[config.mk]
export PLATFORM = sky130hd
export DESIGN_NAME = nvwp_ctrl
export DESIGN_NICKNAME = d
export VERILOG_FILES = /design/src/verilog/nvwp_pkg.sv /design/src/verilog/nvwp_ctrl.sv /design/src/verilog/nvwp_timer.sv
export VERILOG_INCLUDE_DIRS = /design/src /design/src/verilog
export SDC_FILE = /design/constraint.sdc
export NUM_CORES = 1
export LEC_CHECK = 0
export BUFFER_PORTS_ARGS = -buffer_cell sky130_fd_sc_hd__buf_4
export CORE_UTILIZATION = 45
export DETAILED_ROUTE_END_ITERATION = 6
export PLACE_DENSITY = 0.75
export SLEW_MARGIN = 20
export SYNTH_ARGS = -nofsm -noshare
export SYNTH_HDL_FRONTEND = slang
export SYNTH_HIERARCHICAL = 1
export SYNTH_SLANG_ARGS = --single-unit
[constraint.sdc]
create_clock -name pclk -period 2.25 [get_ports pclk]
set_input_delay 0 -clock pclk [delete_from_list [all_inputs] [get_ports pclk]]
set_output_delay 0 -clock pclk [all_outputs]
set_load 0.02 [all_outputs]
[src/verilog/nvwp_cfg.svh]
`ifndef NVWP_CFG_SVH
`define NVWP_CFG_SVH
// register byte offsets
`define NVWP_OFF_CTRL    8'h00
`define NVWP_OFF_UNLOCK  8'h04
`define NVWP_OFF_ADDR_LO 8'h08
`define NVWP_OFF_ADDR_HI 8'h0C
`define NVWP_OFF_DATA_LO 8'h10
`define NVWP_OFF_DATA_HI 8'h14
`define NVWP_OFF_PROT    8'h18
// control register fields
`define NVWP_CTRL_RD     0
`define NVWP_CTRL_WR     1
`define NVWP_CTRL_WRITE_ENABLE_BIT   2
`define NVWP_CTRL_DONE   4
`define NVWP_CTRL_MSEL   7
// protection register fields
`define NVWP_PROT_DP     0
`define NVWP_PROT_PPL    1
`define NVWP_PROT_PPH    2
`define NVWP_PROT_PWA    3
`define NVWP_PROT_ERASE  7
// unlock key bytes
`define NVWP_KEY_FIRST   8'h55
`define NVWP_KEY_SECOND  8'hAA
// reset values
`define NVWP_PROT_OFF    1'b1
`define NVWP_BYTE_RST    8'h00
`define NVWP_WORD_RST    32'h00000000
// timing counts in pclk cycles
`define NVWP_WRITE_CYCLES 16
`define NVWP_PWRT_CYCLES  64
`endif

[src/verilog/nvwp_pkg.sv]
package nvwp_pkg;
   typedef enum logic [2:0] {
      NVWP_UL_IDLE  = 3'b001,
      NVWP_UL_FIRST = 3'b010,
      NVWP_UL_ARMED = 3'b100
   } nvwp_unlock_t;
   typedef enum logic [1:0] {
      NVWP_WR_IDLE = 2'b01,
      NVWP_WR_BUSY = 2'b10
   } nvwp_wr_t;
endpackage : nvwp_pkg

[src/verilog/nvwp_ctrl.sv]
// Operation
// - write end clears start bit, sets done
// - processor stalls during program memory write
// - write needs enable bit and 55h/AAh unlock
// - no automatic verify of written data
// - reset clears enable; power-up timer blocks writes
// - data EEPROM writable whatever its protect bit
// - data protect active disables serial programming
// - internal program reads ignore protect bits
// - protection stays until full device erase or reset
//
// Implementation choices: the placing of the registers and the APB interface to the registers.
`include "nvwp_cfg.svh"
module nvwp_ctrl #(
   parameter int WRITE_CYCLES = `NVWP_WRITE_CYCLES,
   parameter int PWRT_CYCLES  = `NVWP_PWRT_CYCLES,
   parameter bit PWRT_ENABLE  = 1'b1
) (
   // apb slave
   input  wire logic        pclk,
   input  wire logic        presetn,
   input  wire logic [7:0]  paddr,
   input  wire logic        psel,
   input  wire logic        penable,
   input  wire logic        pwrite,
   input  wire logic [31:0] pwdata,
   output logic      [31:0] prdata,
   output logic             pready,
   output logic             pslverr,
   // memory array side
   output logic             nv_wr_strobe,
   output logic             nv_rd_strobe,
   output logic             nv_mem_sel,
   output logic      [7:0]  nv_addr_lo,
   output logic      [7:0]  nv_addr_hi,
   output logic      [7:0]  nv_wdata_lo,
   output logic      [7:0]  nv_wdata_hi,
   input  wire logic [7:0]  nv_rdata_lo,
   input  wire logic [7:0]  nv_rdata_hi,
   // core and programming port
   output logic             cpu_stall,
   output logic             write_busy,
   output logic             serial_access_en
);
   import nvwp_pkg::*;

   initial begin
      if (WRITE_CYCLES < 1 || WRITE_CYCLES > 4096) $error("write cycle count out of range");
      if (PWRT_CYCLES < 1 || PWRT_CYCLES > 4096) $error("power-up count out of range");
   end

   nvwp_unlock_t ul_state, next_ul_state;
   nvwp_wr_t     wr_state, next_wr_state;
   logic         wr_start, next_wr_start;
   logic         write_enable_bit, next_write_enable_bit;
   logic         write_done_flag, next_write_done_flag;
   logic         memory_select_bit, next_memory_select_bit;
   logic         rd_pending, next_rd_pending;
   logic [7:0]   addr_lo, next_addr_lo;
   logic [7:0]   addr_hi, next_addr_hi;
   logic [7:0]   data_lo, next_data_lo;
   logic [7:0]   data_hi, next_data_hi;
   logic         data_protect_bit, next_data_protect_bit;
   logic         program_protect_bit_low, next_program_protect_bit_low;
   logic         program_protect_bit_high, next_program_protect_bit_high;
   logic         program_write_allow_bit, next_program_write_allow_bit;
   logic [31:0]  next_prdata;
   logic         next_pready, next_pslverr;
   logic         next_wr_strobe, next_rd_strobe, next_stall;
   logic         acc, acc_wr, hit, wr_go, rd_req, erase_req;
   logic         pwrt_busy, wt_busy, wt_done;
   logic [31:0]  rmux;

   nvwp_timer #(.COUNT(PWRT_CYCLES), .START_BUSY(PWRT_ENABLE)) u_pwrt (
      .pclk    (pclk),
      .presetn (presetn),
      .start   (1'b0),
      .busy    (pwrt_busy),
      .done    ()
   );

   nvwp_timer #(.COUNT(WRITE_CYCLES), .START_BUSY(1'b0)) u_wtimer (
      .pclk    (pclk),
      .presetn (presetn),
      .start   (wr_go),
      .busy    (wt_busy),
      .done    (wt_done)
   );

   always_comb begin
      acc       = psel && penable && pready;
      acc_wr    = acc && pwrite;
      hit       = (paddr == `NVWP_OFF_CTRL) || (paddr == `NVWP_OFF_UNLOCK) ||
                  (paddr == `NVWP_OFF_ADDR_LO) || (paddr == `NVWP_OFF_ADDR_HI) ||
                  (paddr == `NVWP_OFF_DATA_LO) || (paddr == `NVWP_OFF_DATA_HI) ||
                  (paddr == `NVWP_OFF_PROT);
      // start only when armed, enabled, past power-up, and idle
      wr_go     = acc_wr && (paddr == `NVWP_OFF_CTRL) && pwdata[`NVWP_CTRL_WR] &&
                  (ul_state == NVWP_UL_ARMED) && write_enable_bit && !pwrt_busy &&
                  (wr_state == NVWP_WR_IDLE);
      // data protect bit plays no part in wr_go
      rd_req    = acc_wr && (paddr == `NVWP_OFF_CTRL) && pwdata[`NVWP_CTRL_RD] &&
                  (wr_state == NVWP_WR_IDLE);
      erase_req = acc_wr && (paddr == `NVWP_OFF_PROT) && pwdata[`NVWP_PROT_ERASE];
      rmux = `NVWP_WORD_RST;
      case (paddr)
         `NVWP_OFF_CTRL: begin
            rmux[`NVWP_CTRL_WR]   = wr_start;
            rmux[`NVWP_CTRL_WRITE_ENABLE_BIT] = write_enable_bit;
            rmux[`NVWP_CTRL_DONE] = write_done_flag;
            rmux[`NVWP_CTRL_MSEL] = memory_select_bit;
         end
         `NVWP_OFF_ADDR_LO: rmux[7:0] = addr_lo;
         `NVWP_OFF_ADDR_HI: rmux[7:0] = addr_hi;
         `NVWP_OFF_DATA_LO: rmux[7:0] = data_lo;
         `NVWP_OFF_DATA_HI: rmux[7:0] = data_hi;
         `NVWP_OFF_PROT: begin
            rmux[`NVWP_PROT_DP]  = data_protect_bit;
            rmux[`NVWP_PROT_PPL] = program_protect_bit_low;
            rmux[`NVWP_PROT_PPH] = program_protect_bit_high;
            rmux[`NVWP_PROT_PWA] = program_write_allow_bit;
         end
         default: rmux = `NVWP_WORD_RST;
      endcase
   end

   always_comb begin
      next_ul_state                 = ul_state;
      next_wr_state                 = wr_state;
      next_wr_start                 = wr_start;
      next_write_enable_bit         = write_enable_bit;
      next_write_done_flag          = write_done_flag;
      next_memory_select_bit        = memory_select_bit;
      next_rd_pending               = nv_rd_strobe;
      next_addr_lo                  = addr_lo;
      next_addr_hi                  = addr_hi;
      next_data_lo                  = data_lo;
      next_data_hi                  = data_hi;
      next_data_protect_bit         = data_protect_bit;
      next_program_protect_bit_low  = program_protect_bit_low;
      next_program_protect_bit_high = program_protect_bit_high;
      next_program_write_allow_bit  = program_write_allow_bit;
      next_pready                   = psel && penable && !pready;
      next_pslverr                  = psel && penable && !pready && !hit;
      next_prdata                   = prdata;
      if (psel && penable && !pready && !pwrite) begin
         next_prdata = rmux;
      end
      // unlock sequence: any other write breaks it
      if (acc_wr) begin
         next_ul_state = NVWP_UL_IDLE;
         if (paddr == `NVWP_OFF_UNLOCK) begin
            if (pwdata[7:0] == `NVWP_KEY_FIRST) begin
               next_ul_state = NVWP_UL_FIRST;
            end else if (pwdata[7:0] == `NVWP_KEY_SECOND && ul_state == NVWP_UL_FIRST) begin
               next_ul_state = NVWP_UL_ARMED;
            end
         end
      end
      if (acc_wr && hit) begin
         case (paddr)
            `NVWP_OFF_CTRL: begin
               next_write_enable_bit = pwdata[`NVWP_CTRL_WRITE_ENABLE_BIT];
               if (!pwdata[`NVWP_CTRL_DONE]) begin
                  next_write_done_flag = 1'b0;
               end
               if (wr_state == NVWP_WR_IDLE) begin
                  next_memory_select_bit = pwdata[`NVWP_CTRL_MSEL];
               end
            end
            `NVWP_OFF_ADDR_LO: next_addr_lo = pwdata[7:0];
            `NVWP_OFF_ADDR_HI: next_addr_hi = pwdata[7:0];
            `NVWP_OFF_DATA_LO: next_data_lo = pwdata[7:0];
            `NVWP_OFF_DATA_HI: next_data_hi = pwdata[7:0];
            `NVWP_OFF_PROT: begin
               // protect bits only move toward protected
               next_data_protect_bit         = data_protect_bit & pwdata[`NVWP_PROT_DP];
               next_program_protect_bit_low  = program_protect_bit_low & pwdata[`NVWP_PROT_PPL];
               next_program_protect_bit_high = program_protect_bit_high & pwdata[`NVWP_PROT_PPH];
               next_program_write_allow_bit  = pwdata[`NVWP_PROT_PWA];
            end
            default: next_addr_lo = addr_lo;
         endcase
      end
      if (erase_req) begin
         next_data_protect_bit         = `NVWP_PROT_OFF;
         next_program_protect_bit_low  = `NVWP_PROT_OFF;
         next_program_protect_bit_high = `NVWP_PROT_OFF;
      end
      // read result lands in the data registers
      if (rd_pending) begin
         next_data_lo = nv_rdata_lo;
         next_data_hi = nv_rdata_hi;
      end
      // write sequencer; data goes out unchecked, no read-back
      case (wr_state)
         NVWP_WR_IDLE: begin
            if (wr_go) begin
               next_wr_start = 1'b1;
               next_wr_state = NVWP_WR_BUSY;
            end
         end
         NVWP_WR_BUSY: begin
            if (wt_done) begin
               next_wr_start        = 1'b0;
               next_write_done_flag = 1'b1;
               next_wr_state        = NVWP_WR_IDLE;
            end
         end
         default: next_wr_state = NVWP_WR_IDLE;
      endcase
      next_wr_strobe = wr_go;
      next_rd_strobe = rd_req;
      next_stall     = (next_wr_state == NVWP_WR_BUSY) && next_memory_select_bit;
   end

   always_ff @(posedge pclk or negedge presetn) begin
      if (!presetn) begin
         ul_state                 <= NVWP_UL_IDLE;
         wr_state                 <= NVWP_WR_IDLE;
         wr_start                 <= 1'b0;
         write_enable_bit         <= 1'b0;
         write_done_flag          <= 1'b0;
         memory_select_bit        <= 1'b0;
         rd_pending               <= 1'b0;
         addr_lo                  <= `NVWP_BYTE_RST;
         addr_hi                  <= `NVWP_BYTE_RST;
         data_lo                  <= `NVWP_BYTE_RST;
         data_hi                  <= `NVWP_BYTE_RST;
         data_protect_bit         <= `NVWP_PROT_OFF;
         program_protect_bit_low  <= `NVWP_PROT_OFF;
         program_protect_bit_high <= `NVWP_PROT_OFF;
         program_write_allow_bit  <= 1'b0;
         prdata                   <= `NVWP_WORD_RST;
         pready                   <= 1'b0;
         pslverr                  <= 1'b0;
         nv_wr_strobe             <= 1'b0;
         nv_rd_strobe             <= 1'b0;
         cpu_stall                <= 1'b0;
         write_busy               <= 1'b0;
         serial_access_en         <= `NVWP_PROT_OFF;
      end else begin
         ul_state                 <= next_ul_state;
         wr_state                 <= next_wr_state;
         wr_start                 <= next_wr_start;
         write_enable_bit         <= next_write_enable_bit;
         write_done_flag          <= next_write_done_flag;
         memory_select_bit        <= next_memory_select_bit;
         rd_pending               <= next_rd_pending;
         addr_lo                  <= next_addr_lo;
         addr_hi                  <= next_addr_hi;
         data_lo                  <= next_data_lo;
         data_hi                  <= next_data_hi;
         data_protect_bit         <= next_data_protect_bit;
         program_protect_bit_low  <= next_program_protect_bit_low;
         program_protect_bit_high <= next_program_protect_bit_high;
         program_write_allow_bit  <= next_program_write_allow_bit;
         prdata                   <= next_prdata;
         pready                   <= next_pready;
         pslverr                  <= next_pslverr;
         nv_wr_strobe             <= next_wr_strobe;
         nv_rd_strobe             <= next_rd_strobe;
         cpu_stall                <= next_stall;
         write_busy               <= (next_wr_state == NVWP_WR_BUSY);
         serial_access_en         <= next_data_protect_bit;
      end
   end

   assign nv_mem_sel  = memory_select_bit;
   assign nv_addr_lo  = addr_lo;
   assign nv_addr_hi  = addr_hi;
   assign nv_wdata_lo = data_lo;
   assign nv_wdata_hi = data_hi;

   property p_done_sets_flag;
      @(posedge pclk) disable iff (!presetn)
      (wr_state == NVWP_WR_BUSY && wt_done) |=> (write_done_flag && !wr_start && !write_busy);
   endproperty
   a_done_sets_flag: assert property (p_done_sets_flag) else $error("write end not flagged");

   property p_flag_sticky;
      @(posedge pclk) disable iff (!presetn)
      (write_done_flag && !(acc_wr && paddr == `NVWP_OFF_CTRL && !pwdata[`NVWP_CTRL_DONE])) |=> write_done_flag;
   endproperty
   a_flag_sticky: assert property (p_flag_sticky) else $error("done flag lost");

   property p_stall_prog;
      @(posedge pclk) disable iff (!presetn)
      (write_busy && nv_mem_sel) |-> cpu_stall;
   endproperty
   a_stall_prog: assert property (p_stall_prog) else $error("no stall in program write");

   property p_unlock_gate;
      @(posedge pclk) disable iff (!presetn)
      nv_wr_strobe |-> ($past(ul_state) == NVWP_UL_ARMED && $past(write_enable_bit) && write_busy);
   endproperty
   a_unlock_gate: assert property (p_unlock_gate) else $error("write without unlock");

   property p_pwrt_block;
      @(posedge pclk) disable iff (!presetn)
      $past(pwrt_busy) |-> !nv_wr_strobe;
   endproperty
   a_pwrt_block: assert property (p_pwrt_block) else $error("write during power-up");

   property p_data_free;
      @(posedge pclk) disable iff (!presetn)
      (acc_wr && paddr == `NVWP_OFF_DATA_LO && !rd_pending) |=> (nv_wdata_lo == $past(pwdata[7:0]));
   endproperty
   a_data_free: assert property (p_data_free) else $error("data write refused");

   property p_serial;
      @(posedge pclk) disable iff (!presetn)
      !data_protect_bit |-> !serial_access_en;
   endproperty
   a_serial: assert property (p_serial) else $error("serial access while protected");

   property p_read_any;
      @(posedge pclk) disable iff (!presetn)
      rd_req |=> nv_rd_strobe ##1 rd_pending;
   endproperty
   a_read_any: assert property (p_read_any) else $error("internal read lost");

   property p_sticky;
      @(posedge pclk) disable iff (!presetn)
      (!program_protect_bit_low && !erase_req) |=> !program_protect_bit_low;
   endproperty
   a_sticky: assert property (p_sticky) else $error("protection dropped");

   c_write_done: cover property (@(posedge pclk) disable iff (!presetn) $rose(write_done_flag));
   c_prog_stall: cover property (@(posedge pclk) disable iff (!presetn) $rose(cpu_stall));
   c_armed:      cover property (@(posedge pclk) disable iff (!presetn) ul_state == NVWP_UL_ARMED);
   c_erase:      cover property (@(posedge pclk) disable iff (!presetn) erase_req && !data_protect_bit);
endmodule : nvwp_ctrl

[src/verilog/nvwp_timer.sv]
module nvwp_timer #(
   parameter int COUNT      = 16,
   parameter bit START_BUSY = 1'b0,
   parameter int WIDTH      = $clog2(COUNT + 1)
) (
   // clock and reset
   input  wire logic pclk,
   input  wire logic presetn,
   // control
   input  wire logic start,
   output logic      busy,
   output logic      done
);
   localparam logic [WIDTH-1:0] LOAD = WIDTH'(COUNT);
   localparam logic [WIDTH-1:0] INIT = START_BUSY ? WIDTH'(COUNT) : '0;
   localparam logic [WIDTH-1:0] ONE  = WIDTH'(1);

   logic [WIDTH-1:0] cnt;
   logic [WIDTH-1:0] next_cnt;

   initial begin
      if (COUNT < 1) $error("timer count must be at least one");
   end

   always_comb begin
      next_cnt = cnt;
      if (start) begin
         next_cnt = LOAD;
      end else if (cnt != '0) begin
         next_cnt = cnt - ONE;
      end
   end

   always_ff @(posedge pclk or negedge presetn) begin
      if (!presetn) begin
         cnt <= INIT;
      end else begin
         cnt <= next_cnt;
      end
   end

   assign busy = (cnt != '0);
   assign done = (cnt == ONE);
endmodule : nvwp_timer
==> flow_summary_export.csv <==
group,metric,value,unit
setup_path,crit_cells,8,
setup_path,crit_fanout,4,
die,full_die_area,9216,um2
grt,largest_net_degree_at_the_start_of_global_routing,73,
detailed_routing,initialDrtViolationCount,168,
die,die_height,96,um
sta,timing.slew.headroom,0.3941,
cts,clk_pin_slew,0.07,ns
power_and_ir_drop,power-per-cell-area,588.3,nW/um2
synth,ys_warn_count,6,
cts,clkLatencyLatePin,0.34,ns
layout,multiInputGateArea,1992,um2
setup_path,critPathMaxStageDelay,0.40,ns
sta,count_of_final_hold_check_violations,0,
grt,grt_pass1_vias,3119,
placed_design,portBuffers,84,
detailed_routing,drc,0,
cts,max-clock-path-buffers,2,
setup_path,worst_ep_arrival_time,2.27,ns
setup_path,critPathLaunchType,"flop",
worst_hold_path,worst_hold_path_type,"in2reg",
synth,synthesis.area_per_instance,11.08,um2
setup_path,worstSetupPathType,"reg2reg",
run,cap_violations,0,
cts,clock_sink_count,72,
setup_path,critical-path-top-cell-by-count,"nor3b_1",
setup_path,cell_with_the_largest_stage_delay_on_the_worst_path,"dfrtp_1",
detailed_routing,detail_route.vias_per_cell,5.428,
setup_path,cp.buffers_inverters,1,
sta,timing_worst_slew_pin_value,0.9088,ns
die,placementRows,33,
detailed_routing,routed_wl,9553,um
die,io_pins,133,
sta,achievable-frequency,495.6,MHz
layout,layout.nets,545,
sta,clock_skew,0.01135,ns
grt,grtUsageTotal,0.2187,
layout,utilization,0.6096,
run_status,outcome,"complete, no violations",
detailed_routing,route.antenna.remaining_nets,0,
layout,n_fill_cell,709,
detailed_routing,num_vias,3197,
cts,cts-root-buf,"clkbuf_8",
sta,setup_tns,0,ns
cts,cts_tree,"done",
power_and_ir_drop,vdd_ir_drop_max,354.5,uV
die,start_util,0.4744,
cts,post_cts_buffers,0,
setup_path,path_cells,"inv_1 > ha_1 > nor3b_1 > nand2_1 > nor4bb_2 > and2_1 > a31oi_1 > nor3b_1",
cts,cts-htree-levels,3,
sta,min_period,2.018,ns
sta,final_max_slew_violation_count,0,
layout,antenna-diode-count,0,
die,die_w,96,um
detailed_routing,drt_pre_antenna_iters,4,
grt,antenna_found_initial,0,
layout,sequential_cell_area,1809,um2
placed_design,gp_routability_congestion,0.9148,
sta,grt_setup_unrepaired,"no",
setup_path,cell_family_with_most_cp_delay,"simple AND/OR/NAND/NOR gates",
setup_path,timing.reg2reg.worst_path_depth,8,
grt,grt_first_pass_wirelength,15060,um
synth,synth_area,3976,um2
placed_design,post-dp-hpwl,6764,um
synth,post_synth_inst_count,359,
sta,setup_violations,0,
layout,final_layout_size_suffix_gt1_frac,0.3740,
die,core_area,8382,um2
grt,globalRoute.totalOverflow,0,
setup_path,endpoint_kind,"flop",
detailed_routing,route.detailed.wl_per_inst,16.22,um
layout,synthToLayoutAreaGrowth,28.51,%
sta,final.period_utilization,0.8969,
setup_path,critical_path_required,2.50,ns
worst_hold_path,timing.hold.worst_path_depth,4,
cts,cts_inserted_buffers,9,
power_and_ir_drop,leakage,2.481,nW
-- report_power, final --
group          total, mW  switching [mW]  internal, mW
Clock               1.01           0.469         0.541
Combinational      0.555           0.304         0.251
Sequential          1.44          0.0680          1.37
-- stage by stage --
step                cells  instance area [um2]  total power [mW]  hold WS, ns  setup WS (ns)
floorplan             389                 4089             1.796      -0.2956         0.1211
global placement      546                 4636             1.957       0.1785         0.2893
detailed placement    546                 4636             1.982       0.1833         0.2083
CTS                   589                 5104             3.025      0.03002         0.1868
global route          589                 5110             3.166      0.05579       0.008065
finish                589                 5110             3.006      0.04818         0.2321
-- cells in the final DEF, fill, tap and decap left out, drive strengths merged, types with 6 or more instances in the layout --
| cell | instances |
|---|---|
| a31oi | 10 |
| nand2 | 24 |
| clkbuf | 11 |
| dlygate4sd3 | 27 |
| nand4 | 6 |
| mux2i | 6 |
| nor3 | 16 |
| dfrtp | 66 |
| conb | 31 |
| mux2 | 54 |
| o21ai | 14 |
| a21oi | 8 |
| nand3 | 8 |
| dfstp | 6 |
| inv | 11 |
| nor2 | 16 |
| buf | 89 |
-- registers in the layout (all words and copies together), names as in the netlist, 2 cells and up --
register and count:
nv_wdata_lo 8, nv_addr_lo 8, ul_state 3, wr_state 2, u_pwrt/cnt 7, u_wtimer/cnt 5
prdata 8, nv_addr_hi 8, nv_wdata_hi 8
-- repair_timing --
item	CTS	global route
endpoints found under the setup margin	0	1
gates resized for setup	0	1
hold buffers	27	0
endpoints found under the hold margin	106	0
-- final timing paths --
check / from / endpoint / slack, ns
hold reg to reg: nv_rd_strobe / rd_pending / 0.40
setup reg to reg: u_pwrt/cnt[0] / cpu_stall / 0.23
min in group asynchronous: presetn / u_wtimer/cnt[0] / 0.34
setup / recovery: u_pwrt/cnt[0] / cpu_stall / 0.23
max in group asynchronous: presetn / pready / 1.33
hold / removal: paddr[5] / program_protect_bit_low / 0.05
-- area by class of cell --
type                    count  share of cell area
well taps                 105             0.02571
clock buffers              11             0.02767
multi-input cells         269              0.3898
clock inverters             5             0.01102
flip-flops and latches     72              0.3541
inverters                  11            0.008080
repair buffers            116              0.1836
-- metal layers --
layer  share of wire  global-route usage  wire (um)
met3           0.056             0.04186        535
met5               0                   0          0
met4           0.011             0.09577        102
met2            0.49              0.3452       4655
met1            0.45              0.2926       4259
-- worst min-delay path: stages --
cell     delay, ns
buf_4         0.12
nor4b_4       0.07
nand3_1       0.13
nand2_1       0.06
No activity file was read; power rests on OpenSTA's default activity.
